**src/design/sfdp_pkg.sv**
```systemverilog
// Constants and types shared by the discoverable-parameter table reader
package sfdp_pkg;

  // ---------------------------------------------------------------------------
  // Serial protocol
  // ---------------------------------------------------------------------------
  localparam logic [7:0] PARAM_TABLE_READ_CMD = 8'h5a;  // Table read instruction
  localparam logic [1:0] ADDR_BYTE_LAST       = 2'h2;   // Three address bytes, 0..2
  localparam logic [1:0] DUMMY_BYTE_LAST      = 2'h0;   // One dummy byte
  localparam logic [2:0] BIT_LAST             = 3'h7;   // Eight bits to a byte
  localparam logic [7:0] FILL_BYTE            = 8'hff;  // Unmapped table bytes

  // ---------------------------------------------------------------------------
  // Header: pointer and length of the basic table
  // ---------------------------------------------------------------------------
  localparam logic [7:0] BPT_BASE   = 8'h30;  // Basic table start
  localparam logic [7:0] BPT_LEN_DW = 8'h09;  // Length in dwords

  // ---------------------------------------------------------------------------
  // Byte 30h fields
  // ---------------------------------------------------------------------------
  localparam logic [1:0] ERASE_4K_CODE = 2'b01;   // 4 KB erase supported
  localparam logic       WRITE_GRAN    = 1'b1;    // 64 bytes or larger
  localparam logic       VSR_WEN_REQ   = 1'b0;    // Volatile status write enable
  localparam logic       VSR_WEN_SEL   = 1'b0;    // 0 picks the 50h opcode
  localparam logic [2:0] B30_UNUSED    = 3'b111;  // Fixed ones

  // ---------------------------------------------------------------------------
  // Byte 32h fields (dword bits 23:16)
  // ---------------------------------------------------------------------------
  localparam logic       SUP_112       = 1'b1;    // Bit 16
  localparam logic [1:0] ADDR_BYTES    = 2'b00;   // Bits 18:17, three bytes only
  localparam logic       SUP_DTR       = 1'b0;    // Bit 19
  localparam logic       SUP_122       = 1'b1;    // Bit 20
  localparam logic       SUP_144       = 1'b0;    // Bit 21
  localparam logic       SUP_114       = 1'b0;    // Bit 22
  localparam logic       B32_UNUSED    = 1'b1;    // Bit 23

  // ---------------------------------------------------------------------------
  // Fast read wait states, mode bits and opcodes
  // ---------------------------------------------------------------------------
  localparam logic [4:0] WAIT_NONE     = 5'h00;   // No wait states; also used by the supported 1-2-2 mode
  localparam logic [2:0] MODE_NONE     = 3'h0;
  localparam logic [4:0] WAIT_112      = 5'h08;
  localparam logic [7:0] OPC_112       = 8'h3b;
  localparam logic [2:0] MODE_122      = 3'b100;
  localparam logic [7:0] OPC_122       = 8'hbb;
  localparam logic [7:0] OPC_NONE      = 8'hff;
  localparam logic       SUP_222       = 1'b0;
  localparam logic       SUP_444       = 1'b0;

  // ---------------------------------------------------------------------------
  // Sector types: exponent of the size, then erase opcode
  // ---------------------------------------------------------------------------
  localparam logic [7:0] ERASE_4K_OPC  = 8'h20;
  localparam logic [7:0] SECT1_EXP     = 8'h0c;   // 4 KB
  localparam logic [7:0] SECT2_EXP     = 8'h0f;   // 32 KB
  localparam logic [7:0] SECT2_OPC     = 8'h52;
  localparam logic [7:0] SECT3_EXP     = 8'h10;   // 64 KB
  localparam logic [7:0] SECT3_OPC     = 8'hd8;
  localparam logic [7:0] SECT_ABSENT   = 8'h00;   // Zero exponent: no such type

  // ---------------------------------------------------------------------------
  // Read sequencer states
  // ---------------------------------------------------------------------------
  typedef enum logic [5:0] {
    ST_IDLE   = 6'b000001,
    ST_CMD    = 6'b000010,
    ST_ADDR   = 6'b000100,
    ST_DUMMY  = 6'b001000,
    ST_DATA   = 6'b010000,
    ST_IGNORE = 6'b100000
  } state_type;

endpackage

```
**src/design/sfdp_sync.sv**
```systemverilog
// Two-flop synchroniser for a group of asynchronous inputs
`timescale 1ns/1ps
module sfdp_sync #(
  parameter int          WIDTH     = 1,
  parameter logic [15:0] RESET_VAL = 16'h0000
) (
  input  wire logic             sys_clk_i,
  input  wire logic             srst_i,
  input  wire logic [WIDTH-1:0] async_i,
  output logic      [WIDTH-1:0] sync_o
);
  logic [WIDTH-1:0] meta;  // First stage, read only by the second

  // Both stages reset to the idle level of the pins
  always_ff @(posedge sys_clk_i)
  begin
    if (srst_i)
    begin
      meta   <= RESET_VAL[WIDTH-1:0];
      sync_o <= RESET_VAL[WIDTH-1:0];
    end
    else
    begin
      meta   <= async_i;
      sync_o <= meta;
    end
  end
endmodule // sfdp_sync

```
**src/design/sfdp_table_rom.sv**
```systemverilog
// Constant byte table: header and basic flash parameter dwords
`timescale 1ns/1ps
module sfdp_table_rom
  import sfdp_pkg::*;
(
  input  wire logic [7:0] addr_i,
  output logic      [7:0] data_o
);
  // Bytes outside the header and the basic table read as all ones
  always_comb
  begin
    case (addr_i)
      8'h00: data_o = 8'h53;  // Signature
      8'h01: data_o = 8'h46;
      8'h02: data_o = 8'h44;
      8'h03: data_o = 8'h50;
      8'h04: data_o = 8'h06;  // Revision
      8'h05: data_o = 8'h01;
      8'h06: data_o = 8'h01;
      8'h08: data_o = 8'h00;  // Header id
      8'h09: data_o = 8'h06;
      8'h0a: data_o = 8'h01;
      8'h0b: data_o = BPT_LEN_DW;
      8'h0c: data_o = BPT_BASE;
      8'h0d: data_o = 8'h00;
      8'h0e: data_o = 8'h00;
      8'h30: data_o = {B30_UNUSED,
                       VSR_WEN_SEL, VSR_WEN_REQ,
                       WRITE_GRAN,
                       ERASE_4K_CODE};
      8'h31: data_o = ERASE_4K_OPC;
      8'h32: data_o = {B32_UNUSED, SUP_114, SUP_144,
                       SUP_122, SUP_DTR,
                       ADDR_BYTES, SUP_112};
      8'h34: data_o = 8'hff;  // Density, 2 Mbit less one
      8'h35: data_o = 8'hff;
      8'h36: data_o = 8'h1f;
      8'h37: data_o = 8'h00;
      8'h38: data_o = {MODE_NONE, WAIT_NONE};
      8'h39: data_o = OPC_NONE;
      8'h3a: data_o = {MODE_NONE, WAIT_NONE};
      8'h3c: data_o = {MODE_NONE, WAIT_112};
      8'h3d: data_o = OPC_112;
      8'h3e: data_o = {MODE_122, WAIT_NONE};
      8'h3f: data_o = OPC_122;
      8'h40: data_o = {3'b111, SUP_444, 3'b111, SUP_222};
      8'h46: data_o = {MODE_NONE, WAIT_NONE};
      8'h4a: data_o = {MODE_NONE, WAIT_NONE};
      8'h4c: data_o = SECT1_EXP;
      8'h4d: data_o = ERASE_4K_OPC;
      8'h4e: data_o = SECT2_EXP;
      8'h4f: data_o = SECT2_OPC;
      8'h50: data_o = SECT3_EXP;
      8'h51: data_o = SECT3_OPC;
      8'h52: data_o = SECT_ABSENT;
      default: data_o = FILL_BYTE;  // Unused, opcodes 47h 4Bh 53h
    endcase
  end
endmodule // sfdp_table_rom

```
**src/design/sfdp_basic_param_table.sv**
```systemverilog
// Serial read port for the discoverable-parameter table
//
// Operation
// - Byte 30h bits 1:0 read 01b
// - Byte 30h bit 2 reads 1
// - Byte 30h bits 3 and 4 read 0
// - Byte 30h bits 7:5 fixed at 111b
// - Address byte count field reads 00b
// - DTR bit 19 reads 0
// - 1-1-2, 1-2-2 supported; 1-4-4, 1-1-4 not
// - Quad modes report zero waits, zero mode bits
// - 1-1-2: zero mode bits, opcode 3Bh
// - 1-2-2 mode bits 100b, byte 3Eh 80h
// - 4-4-4, 2-2-2 unsupported, fields 0, opcode FFh
// - Sector size is exponent; zero means absent
// - Sector one: 0Ch, opcode 20h
// - Sector two: 0Fh, opcode 52h
// - Sector three: 10h, opcode D8h
// - Sector four absent: 00h, FFh
// - Select, 5Ah, address, dummy, data; deselect ends
// - Header points to 30h, length nine dwords
`timescale 1ns/1ps
module sfdp_basic_param_table
  import sfdp_pkg::*;
(
  input  wire logic       sys_clk_i,            // 100 MHz system clock
  input  wire logic       srst_i,               // Synchronous reset, high
  input  wire logic       spi_sclk_i,           // Serial clock from the host
  input  wire logic       spi_cs_n_i,           // Chip select, low active
  input  wire logic       spi_mosi_i,           // Serial data in
  output logic            spi_miso_o,           // Serial data out
  output logic            spi_miso_oe_o,        // Drive enable for data out
  output logic            table_read_active_o,  // Data phase under way
  output logic      [7:0] table_addr_o,         // Next table byte address
  output logic            cmd_rejected_o        // One-cycle pulse, foreign opcode
);
  import sfdp_pkg::*;

  // ---------------------------------------------------------------------------
  // Pin synchronisation
  // ---------------------------------------------------------------------------
  logic [2:0] pins_sync;   // {cs_n, sclk, mosi} after two flops
  logic       cs_n_s;      // Synchronised select
  logic       sclk_s;      // Synchronised clock
  logic       mosi_s;      // Synchronised data
  logic       sclk_prev;   // Previous synchronised clock
  logic       sclk_rise;   // Host samples input on this edge
  logic       sclk_fall;   // Device launches output on this edge

  // Select idles high, clock idles low in mode 0
  sfdp_sync #(
    .WIDTH     (3),
    .RESET_VAL (16'h0004)
  ) u_pin_sync (
    .sys_clk_i (sys_clk_i),
    .srst_i    (srst_i),
    .async_i   ({spi_cs_n_i, spi_sclk_i, spi_mosi_i}),
    .sync_o    (pins_sync)
  );

  assign cs_n_s = pins_sync[2];
  assign sclk_s = pins_sync[1];
  assign mosi_s = pins_sync[0];

  // Edge history on the synchronised clock only
  always_ff @(posedge sys_clk_i)
  begin
    if (srst_i)
      sclk_prev <= 1'b0;
    else
      sclk_prev <= sclk_s;
  end

  // Edges are ignored while deselected so stray toggles do nothing
  assign sclk_rise = ~cs_n_s & sclk_s & ~sclk_prev;
  assign sclk_fall = ~cs_n_s & ~sclk_s & sclk_prev;

  // ---------------------------------------------------------------------------
  // Input shifting
  // ---------------------------------------------------------------------------
  state_type  state;       // Sequencer state
  state_type  next_state;  // Next sequencer state
  logic [2:0] bit_cnt;     // Bits taken in the current byte
  logic [1:0] byte_cnt;    // Bytes taken in the current phase
  logic [6:0] in_shift;    // First seven bits of the incoming byte
  logic [7:0] in_byte;     // Completed byte, valid with byte_done
  logic       byte_done;   // Last bit of a byte sampled now
  logic       phase_end;   // Last byte of the address or dummy phase
  logic       cmd_ok;      // Incoming instruction is the table read

  assign in_byte   = {in_shift, mosi_s};
  assign byte_done = sclk_rise & (bit_cnt == BIT_LAST);
  assign cmd_ok    = (in_byte == PARAM_TABLE_READ_CMD);
  assign phase_end = (state == ST_ADDR)  ? (byte_cnt == ADDR_BYTE_LAST) :
                     (state == ST_DUMMY) ? (byte_cnt == DUMMY_BYTE_LAST) : 1'b0;

  // Bit and byte counters restart on every deselect
  always_ff @(posedge sys_clk_i)
  begin
    if (srst_i || cs_n_s)
    begin
      bit_cnt  <= 3'h0;
      byte_cnt <= 2'h0;
      in_shift <= 7'h00;
    end
    else if (sclk_rise)
    begin
      bit_cnt  <= bit_cnt + 3'h1;
      in_shift <= in_byte[6:0];
      if (byte_done)
        byte_cnt <= (phase_end || state == ST_CMD) ? 2'h0 : byte_cnt + 2'h1;
    end
  end

  // ---------------------------------------------------------------------------
  // Sequencer
  // ---------------------------------------------------------------------------
  // Deselect wins over everything, so the host may end a read at any bit
  always_comb
  begin
    next_state = state;
    case (state)
      ST_IDLE:
        next_state = ST_CMD;                       // Selected: first byte is opcode
      ST_CMD:
      begin
        if (byte_done)
          next_state = cmd_ok ? ST_ADDR : ST_IGNORE;
      end
      ST_ADDR:
      begin
        if (byte_done && phase_end)
          next_state = ST_DUMMY;
      end
      ST_DUMMY:
      begin
        if (byte_done && phase_end)
          next_state = ST_DATA;
      end
      ST_DATA:
        next_state = ST_DATA;                      // Streams until deselect
      ST_IGNORE:
        next_state = ST_IGNORE;                    // Foreign opcode: stay silent
      default:
        next_state = ST_IDLE;
    endcase
  end

  // State register; select high returns to idle in one cycle
  always_ff @(posedge sys_clk_i)
  begin
    if (srst_i || cs_n_s)
      state <= ST_IDLE;
    else
      state <= next_state;
  end

  // ---------------------------------------------------------------------------
  // Table address and output shifter
  // ---------------------------------------------------------------------------
  logic [7:0] rd_addr;     // Address of the next byte to launch
  logic [7:0] rom_data;    // Table byte at rd_addr
  logic [7:0] out_shift;   // Byte being sent, MSB on the pin
  logic       first_load;  // End of dummy byte: launch first byte
  logic       next_load;   // Falling edge after a full byte
  logic       addr_take;   // Address byte to capture

  sfdp_table_rom u_rom (
    .addr_i (rd_addr),
    .data_o (rom_data)
  );

  assign first_load = (state == ST_DUMMY) & byte_done & phase_end;
  assign next_load  = (state == ST_DATA) & sclk_fall & (bit_cnt == 3'h0);
  // Only the last address byte matters; upper bytes are taken and dropped
  assign addr_take  = (state == ST_ADDR) & byte_done & phase_end;

  // The 8-bit address wraps, so a long read cycles through the table.
  // The first byte is loaded at the dummy's last rise and again at the
  // fall that follows; only that fall steps the address, so the first
  // byte is neither skipped nor sent twice.
  always_ff @(posedge sys_clk_i)
  begin
    if (srst_i)
      rd_addr <= 8'h00;
    else if (addr_take)
      rd_addr <= in_byte;
    else if (next_load)
      rd_addr <= rd_addr + 8'h01;
  end

  // First bit must stand before the host's first data rising edge, hence
  // the load on the dummy byte's last rising edge rather than a falling one
  always_ff @(posedge sys_clk_i)
  begin
    if (srst_i)
      out_shift <= 8'h00;
    else if (first_load || next_load)
      out_shift <= rom_data;
    else if (state == ST_DATA && sclk_fall)
      out_shift <= {out_shift[6:0], 1'b0};
  end

  // ---------------------------------------------------------------------------
  // Outputs
  // ---------------------------------------------------------------------------
  // Reject pulse registered so it is one clean cycle wide
  always_ff @(posedge sys_clk_i)
  begin
    if (srst_i)
      cmd_rejected_o <= 1'b0;
    else
      cmd_rejected_o <= (state == ST_CMD) & byte_done & ~cmd_ok;
  end

  assign spi_miso_o          = out_shift[7];
  assign spi_miso_oe_o       = (state == ST_DATA);
  assign table_read_active_o = (state == ST_DATA);
  assign table_addr_o        = rd_addr;

  // ---------------------------------------------------------------------------
  // Checks
  // ---------------------------------------------------------------------------
  chk_oe_data_only: assert property (
    @(posedge sys_clk_i) disable iff (srst_i)
    spi_miso_oe_o |-> (!$past(cs_n_s) && state == ST_DATA))
    else $error("data out driven outside the data phase");

  chk_deselect_ends: assert property (
    @(posedge sys_clk_i) disable iff (srst_i)
    cs_n_s |=> (state == ST_IDLE && !spi_miso_oe_o))
    else $error("deselect did not end the transfer");

  chk_foreign_cmd: assert property (
    @(posedge sys_clk_i) disable iff (srst_i)
    (state == ST_CMD && byte_done && in_byte != PARAM_TABLE_READ_CMD && !cs_n_s)
      |=> (state == ST_IGNORE && cmd_rejected_o) ##1 !cmd_rejected_o)
    else $error("foreign opcode not ignored");

  chk_addr_capture: assert property (
    @(posedge sys_clk_i) disable iff (srst_i)
    (addr_take && !cs_n_s) |=> (state == ST_DUMMY && rd_addr == $past(in_byte)))
    else $error("low address byte not captured");

  chk_addr_advance: assert property (
    @(posedge sys_clk_i) disable iff (srst_i)
    (next_load && !cs_n_s) |=> (rd_addr == $past(rd_addr) + 8'h01
                                && out_shift == $past(rom_data)))
    else $error("address did not advance after a byte");

  chk_msb_first: assert property (
    @(posedge sys_clk_i) disable iff (srst_i)
    (state == ST_DATA && sclk_fall && bit_cnt != 3'h0)
      |=> (spi_miso_o == $past(out_shift[6])))
    else $error("data not shifted MSB first");

  chk_first_byte: assert property (
    @(posedge sys_clk_i) disable iff (srst_i)
    (first_load && !cs_n_s) |=> (state == ST_DATA && spi_miso_oe_o
                                 && spi_miso_o == $past(rom_data[7])))
    else $error("first byte not launched after dummy");

  chk_byte30_fields: assert property (
    @(posedge sys_clk_i) disable iff (srst_i)
    (rd_addr == BPT_BASE) |-> (rom_data[1:0] == 2'b01 && rom_data[2]
                               && rom_data[4:3] == 2'b00 && rom_data[7:5] == 3'b111))
    else $error("byte 30h fields wrong");

  chk_byte32_fields: assert property (
    @(posedge sys_clk_i) disable iff (srst_i)
    (rd_addr == 8'h32) |-> (rom_data == 8'h91))
    else $error("byte 32h support flags wrong");

  chk_header_ptr: assert property (
    @(posedge sys_clk_i) disable iff (srst_i)
    (rd_addr == 8'h0c) |-> (rom_data == 8'h30))
    else $error("header pointer not 30h");

  chk_sector_bytes: assert property (
    @(posedge sys_clk_i) disable iff (srst_i)
    (rd_addr == 8'h4c || rd_addr == 8'h52)
      |-> (rom_data == ((rd_addr == 8'h4c) ? 8'h0c : 8'h00)))
    else $error("sector size byte wrong");

  chk_reset_quiet: assert property (
    @(posedge sys_clk_i)
    srst_i |=> (state == ST_IDLE && !cmd_rejected_o && rd_addr == 8'h00))
    else $error("outputs not quiet after reset");

  chk_select_starts: assert property (
    @(posedge sys_clk_i) disable iff (srst_i)
    (state == ST_IDLE && !cs_n_s) |=> (state == ST_CMD))
    else $error("select did not start opcode phase");

  chk_cmd_accept: assert property (
    @(posedge sys_clk_i) disable iff (srst_i)
    (state == ST_CMD && byte_done && cmd_ok) |=> (state == ST_ADDR))
    else $error("table read opcode not accepted");

  chk_addr_three: assert property (
    @(posedge sys_clk_i) disable iff (srst_i)
    (state == ST_ADDR && byte_done && byte_cnt != ADDR_BYTE_LAST)
      |=> (state == ST_ADDR))
    else $error("address phase ended early");

  chk_dummy_one: assert property (
    @(posedge sys_clk_i) disable iff (srst_i)
    (state == ST_DUMMY && byte_done) |=> (state == ST_DATA))
    else $error("dummy phase not one byte");

  chk_data_holds: assert property (
    @(posedge sys_clk_i) disable iff (srst_i)
    (state == ST_DATA && !cs_n_s) |=> (state == ST_DATA))
    else $error("data phase left while selected");

  chk_ignore_holds: assert property (
    @(posedge sys_clk_i) disable iff (srst_i)
    (state == ST_IGNORE && !cs_n_s) |=> (state == ST_IGNORE && !spi_miso_oe_o))
    else $error("foreign opcode not held silent");

  chk_reject_once: assert property (
    @(posedge sys_clk_i) disable iff (srst_i)
    (state != ST_CMD) |=> !cmd_rejected_o)
    else $error("reject pulse outside opcode byte");

  chk_bit_step: assert property (
    @(posedge sys_clk_i) disable iff (srst_i)
    sclk_rise |=> (bit_cnt == $past(bit_cnt) + 3'h1))
    else $error("bit counter missed a rising edge");

  chk_miso_steady: assert property (
    @(posedge sys_clk_i) disable iff (srst_i)
    (state == ST_DATA && !sclk_fall) |=> $stable(spi_miso_o))
    else $error("data out changed without a falling edge");

  chk_addr_steady: assert property (
    @(posedge sys_clk_i) disable iff (srst_i)
    (!addr_take && !next_load) |=> $stable(table_addr_o))
    else $error("table address moved without a load");

  chk_byte3e_value: assert property (
    @(posedge sys_clk_i) disable iff (srst_i)
    (rd_addr == 8'h3e) |-> (rom_data == 8'h80))
    else $error("byte 3Eh wrong");

  chk_absent_opcodes: assert property (
    @(posedge sys_clk_i) disable iff (srst_i)
    (rd_addr == 8'h47 || rd_addr == 8'h4b || rd_addr == 8'h53) |-> (rom_data == 8'hff))
    else $error("unsupported opcode byte not FFh");

endmodule // sfdp_basic_param_table

```
**config.mk**
```make
export PLATFORM = sky130hd
export DESIGN_NAME = sfdp_basic_param_table
export DESIGN_NICKNAME = d
export VERILOG_FILES = /design/src/design/sfdp_pkg.sv /design/src/design/sfdp_sync.sv /design/src/design/sfdp_table_rom.sv /design/src/design/sfdp_basic_param_table.sv
export SDC_FILE = /design/constraint.sdc
export NUM_CORES = 1
export LEC_CHECK = 0
export ABC_AREA = 1
export BUFFER_PORTS_ARGS = -buffer_cell sky130_fd_sc_hd__buf_2
export CORE_UTILIZATION = 29
export CTS_CLUSTER_SIZE = 24
export DETAILED_ROUTE_END_ITERATION = 6
export PLACE_DENSITY = 0.48
export SLEW_MARGIN = 25
export SYNTH_ARGS = -nofsm -noshare
export SYNTH_HDL_FRONTEND = slang
export SYNTH_SLANG_ARGS = --single-unit
```
**constraint.sdc**
```tcl
create_clock -name sys_clk_i -period 2.6 [get_ports sys_clk_i]
set_input_delay 0.52 -clock sys_clk_i [delete_from_list [all_inputs] [get_ports sys_clk_i]]
set_output_delay 0.52 -clock sys_clk_i [all_outputs]
set_load 0.02 [all_outputs]
```
## Yosys cells after proc, flatten, opt, wreduce, memory -nomap -nowiden

Memory sizes are Yosys's and may differ from the RTL's. A register that Yosys moved wholly into a read port is not among the register bits.
Index checks and enable logic that the tools add are counted.

- $lt $le $gt $ge: 0
- $add $sub $neg: 3
- Shift operators: 0
- Bitwise gates (word level): 17
- Multipliers: 0
- Reductions and logical operators: 11
- Equal/unequal tests: 12
- Muxes and demuxes: 15
- Div/mod/pow operators: 0

Operators with widths:

| cell | number |
|---|---|
| 8-bit two-way mux | 5 |
| 6-bit one-hot mux with 6 select lines | 1 |
| 6-bit two-way mux | 4 |
| 7-bit two-way mux | 2 |
| 1-bit AND | 13 |
| 8-bit by 1-bit adder with 8-bit output, second input constant | 1 |
| 8-bit by 7-bit equality test with 1-bit output, second input constant | 1 |
| 6-bit by 1-bit equality test with 1-bit output, second input constant | 1 |
| 6-bit by 2-bit equality test with 1-bit output, second input constant | 1 |
| 6-bit by 3-bit equality test with 1-bit output, second input constant | 1 |
| 6-bit by 4-bit equality test with 1-bit output, second input constant | 1 |
| 6-bit by 5-bit equality test with 1-bit output, second input constant | 1 |
| 6-bit equality test, second input constant | 1 |
| 2-bit by 1-bit != test with 1-bit output, second input constant | 2 |
| 1-bit NOT | 4 |
| 2-bit nonzero test | 2 |
| 3-bit by 1-bit adder with 3-bit output, second input constant | 1 |
| 3-bit equality test, second input constant | 1 |
| 3-bit logical NOT | 1 |
| 1-bit logical OR | 3 |
| 3-bit AND reduction | 1 |
| 2-bit by 1-bit adder with 2-bit output, second input constant | 1 |
| 2-bit equality test, second input constant | 1 |
| 1-bit logical AND | 2 |
| other kinds (5) | 6 |

- Output and inout bits: 12
- Register bits: 42
- Bits in read-only memories: 1024
- Memories kept: 1
- Bits in latches: 0
- Logic and storage cells: 69
- RAM bits: 0
- Input port bits: 5

Memories:

| name | depth | bits a word | rd ports | clocked after Yosys merged registers in | wr ports | RTL line | text |
|---|---|---|---|---|---|---|---|
| (no name shown) | 128 | 8 | 1 | 1 | 0 | sfdp_table_rom.sv:12 | `case (addr_i)` |

## Longest topological paths before layout

- Depth in word-level cells: 9
- Mapped depth: 20
- Mapped depth without buffers: 20

## Cells and area by module

A second synthesis with hierarchy kept.

- Cell total of the unflattened synthesis: 460
- Area total of the unflattened synthesis: 2961.6 um^2

By module, submodules not included:

| module | seq. area each (um^2) | instances | area each (um^2) | cells each |
|---|---|---|---|---|
| sfdp_basic_param_table | 720.7 | 1 | 2009.4 | 286 |
| sfdp_table_rom | 0.0 | 1 | 783.3 | 155 |
| sfdp_sync | 120.1 | 1 | 168.9 | 19 |

## Least setup slack after synthesis

No wires, ideal clock.

- Path type: reg2reg
- Start: reg bit_cnt[0]
- End: reg (tool-made name)
- Clock period less this slack: 2.290 ns
- Library setup time: 0.056 ns
- Cell stages (with the launch flop): 20
- Data required time: 2.544 ns
- Data arrival time: 2.235 ns
- Path slack: 0.310 ns
- Path buffers: 0
- Cells stage by stage: dfxtp_1 ha_1 ha_1 nand3_2 inv_2 nand3_4 nand2_1 inv_2 nand2_1 nand3_2 inv_1 ha_1 nand3_1 nand2_1 nand2_1 nand2_1 nor2_1 nand2_1 nand2_1 inv_1

RTL lines:

| item | RTL line | text |
|---|---|---|
| start: declaration | sfdp_basic_param_table.sv:83 | `logic [2:0] bit_cnt;` |
| start signal: assignment | sfdp_basic_param_table.sv:108 | `bit_cnt <= bit_cnt + 3'h1;` |

==> metrics <==
final period utilization roughly 94%; Yosys top cell area share 31.8%; CP Cell Sequence ha_1 > ha_2 > nand3_4 > inv_4 > nand3_4 > nand2_1 > nand2_1 > nand3_4 > inv_4 > ha_1 > buf_4 > nand2_2 > o21ai_2 > nand2_1 > nand3_1 > nand2_1 > nand2_1; Worst Path Buf+Inv 3; nets@finish slightly above 500; DRC violations left 0; Syn Area/Cell 6.83 µm²; sequential cell area between 1000 and 1500 µm²; Rel. slew slack roughly three fifths; Simple-Gate Fraction of Synth Area ~42%; Via Count 2,909; CP Capture Type flip-flop; aggregate global-route resource usage ~14%; # rows 37; CTS Buf Count 5; crit path kind reg -> reg; DR iter-0 viols 187; first-pass GRT wire length around 13,000 µm; area grow syn2layout 15.2%; Clock transition at path regs 0.09 ns; WL per Instance about 13 µm; worst-skew pair later-pin latency 0.30 ns; Setup crit start kind flip-flop; family with the most delay on the worst path simple AND/OR/NAND/NOR gates; Post-Syn Nets 480; max-cap violations 0; Worst EP required between 2 and 3 ns; PwrDens between 300 and 400 nW/µm²; XOR/XNOR share of the synthesized area 0.556%; die height 106 µm; post-synthesis mux area share 0%; status completed; Seq cells post-synth 50; Die X approximately 110 µm; Netlist cell types 34; antenna violations before repair 0; overall power ~1.4 mW; Slowest-stage cell, CP dfxtp_1; placer congestion estimate roughly 0.9; vias in the first global route 2,608; Synth Area in Compound Gates 9.38%; Synth top cells by count 120 x nand2_1, 62 x inv_1, 62 x nand3_1; CP Max Fanout 7; Total Wirelength slightly below 8000 µm; initial core utilization between 30% and 40%; post-synth top area cell dfxtp_1; CP max stage delay 0.35 ns; number of enable flip-flop cells after synthesis 0; layout cell share with drive strength beyond 1 around a fifth; core area around 10,000 µm²; top area cells in the synthesized netlist dfxtp_1 32%, nand2_1 14%, nand3_1 9.9%; final setup violation count 0; total congestion overflow 0; FILL cells roughly 1,100; Layout Skew 0.00643 ns; DRT Pass-1 Iters 4; Least-Margin Pin Slew 0.592 ns; number of antenna diodes 0; CTS H-tree depth 2; Achievable Freq around 0.4 GHz; Final Critical Period 2.43 ns; clock sink count 50; WP data arrival 2.64 ns; most prevalent standard cell on the critical path nand2_1; Util after Layout between 30% and 40%; port buffer count 16; hold_buf cts 0; Pleak 1.76 nW; top_reg_cell synth dfxtp_1; I/O pin total 17; Synth Cell Area about 3100 µm²; Final Hold Vio Count 0; Synth Instances 461; hold_ws between 0.3 and 0.4 ns; asr flop ratio synth 0%; Vias per Instance 4.64; largest family of logic cells by synthesized area simple AND/OR/NAND/NOR gates; synthesis warning total 0; footprint of the multi-input gates approximately 1900 µm²; full die area about 11,000 µm²; CTS tree done; DP Wirelength 6140 µm; Slew Limit Fails 0; Hold Crit Class in -> reg; post-route ant nets 0; count leader, synth nand2_1; clock root cell clkbuf_8; clk buf depth 2; Seq/Total Area, Yosys about a third; Synth Area in Adders between 5 and 6%; largest net degree at the start of global routing 22; worst vdd rail ir drop between 0.2 and 0.25 mV
==> worst reg2reg max path, stage by stage (launching register included) <==
cell and delay, ns:
dfxtp_1 0.35, ha_1 0.16, ha_2 0.20, nand3_4 0.14, inv_4 0.10, nand3_4 0.11
nand2_1 0.12, nand2_1 0.11, nand3_4 0.17, inv_4 0.06, ha_1 0.23, buf_4 0.16
nand2_2 0.06, o21ai_2 0.05, nand2_1 0.11, nand3_1 0.11, nand2_1 0.08, nand2_1 0.05
==> routing by layer <==
metal | vias up | wire length (µm) | track usage (%)
met3 | 7 | 240 | 1.59
met1 | 1300 | 4190 | 21.0
met4 | 0 | 104 | 4.37
met2 | 60 | 3360 | 21.7
li1 | 1542 | - | -
met5 | - | 0 | 0
==> kinds of logic after synthesis <==
| family | after synthesis |
|---|---|
| AOI/OAI and AO/OA | 52 |
| xor gates and xnor gates | 2 |
| adders and majority gates | 14 |
| buffers and inverters | 80 |
| DFF | 50 |
| and+or+nand+nor | 263 |
==> placed cells by master (no fill, tap or decap), types with 2 or more instances in the layout <==
cell | synthesis | layout
inv_4 | 0 | 2
o21ai_0 | 21 | 21
ha_2 | 0 | 2
xor2_1 | 2 | 2
nand3_1 | 62 | 61
ha_1 | 14 | 11
o211ai_1 | 2 | 2
nand3_2 | 8 | 7
or2_2 | 4 | 4
buf_2 | 1 | 16
inv_1 | 62 | 60
a21oi_1 | 20 | 19
nand4_1 | 7 | 7
dfxtp_1 | 50 | 49
nor2_4 | 6 | 6
inv_2 | 8 | 8
nand2_2 | 8 | 8
nor2_1 | 27 | 26
nand2_1 | 120 | 120
nor4_1 | 2 | 2
nand2_4 | 2 | 2
buf_4 | 2 | 14
nand3_4 | 4 | 6
nor2_2 | 5 | 6
o21ai_2 | 2 | 2
clkbuf_8 | 0 | 5
nor3_1 | 3 | 3
nand3b_1 | 3 | 3
a211oi_1 | 5 | 5
==> worst paths after layout <==
path / slack (ns) / cells after the start / start / endpoint
min: 0.40 / 2 / spi_cs_n_i / u_pin_sync.meta[2]$_SDFF_PP1_
max: 0.17 / 17 / bit_cnt[1]$_SDFFE_PP0P_ / flip-flop
min reg2reg: 0.41 / 2 / u_pin_sync.meta[0]$_SDFF_PP0_ / u_pin_sync.sync_o[0]$_SDFF_PP0_
max reg2reg: 0.17 / 17 / bit_cnt[1]$_SDFFE_PP0P_ / flip-flop
==> metrics by stage <==
stage	worst slack, ns	instances	setup TNS, ns	area (µm²)
final	0.165	627	0	3630
after detailed placement	0.0703	617	0	3440
after CTS	0.0487	625	0	3550
after floorplan	0.310	461	0	3150
after global routing	-0.0245	627	-0.0362	3630
after global placement	0.162	617	0	3440
==> repair_timing <==
item                                    4_1_cts  5_1_grt
resized for setup                             0       13
buffers inserted                              0        2
endpoints found under the setup margin        0        8
==> area by class of cell <==
class | instances | area share (%)
clock inverter | 2 | 1.04
tap | 136 | 4.69
sequential | 50 | 27.6
clock buffer | 6 | 2.00
inverter | 71 | 7.49
timing repair buffer | 31 | 5.66
multi-input combinational | 331 | 51.5
==> power breakdown <==
| group | leakage [nW] | internal, mW | switching, mW |
|---|---|---|---|
| Combinational | 1.31 | 0.0100 | 0.0228 |
| Clock | 0.0514 | 0.287 | 0.265 |
| Sequential | 0.405 | 0.771 | 0.00362 |
Note: power is estimated with default switching activity, not from simulation.
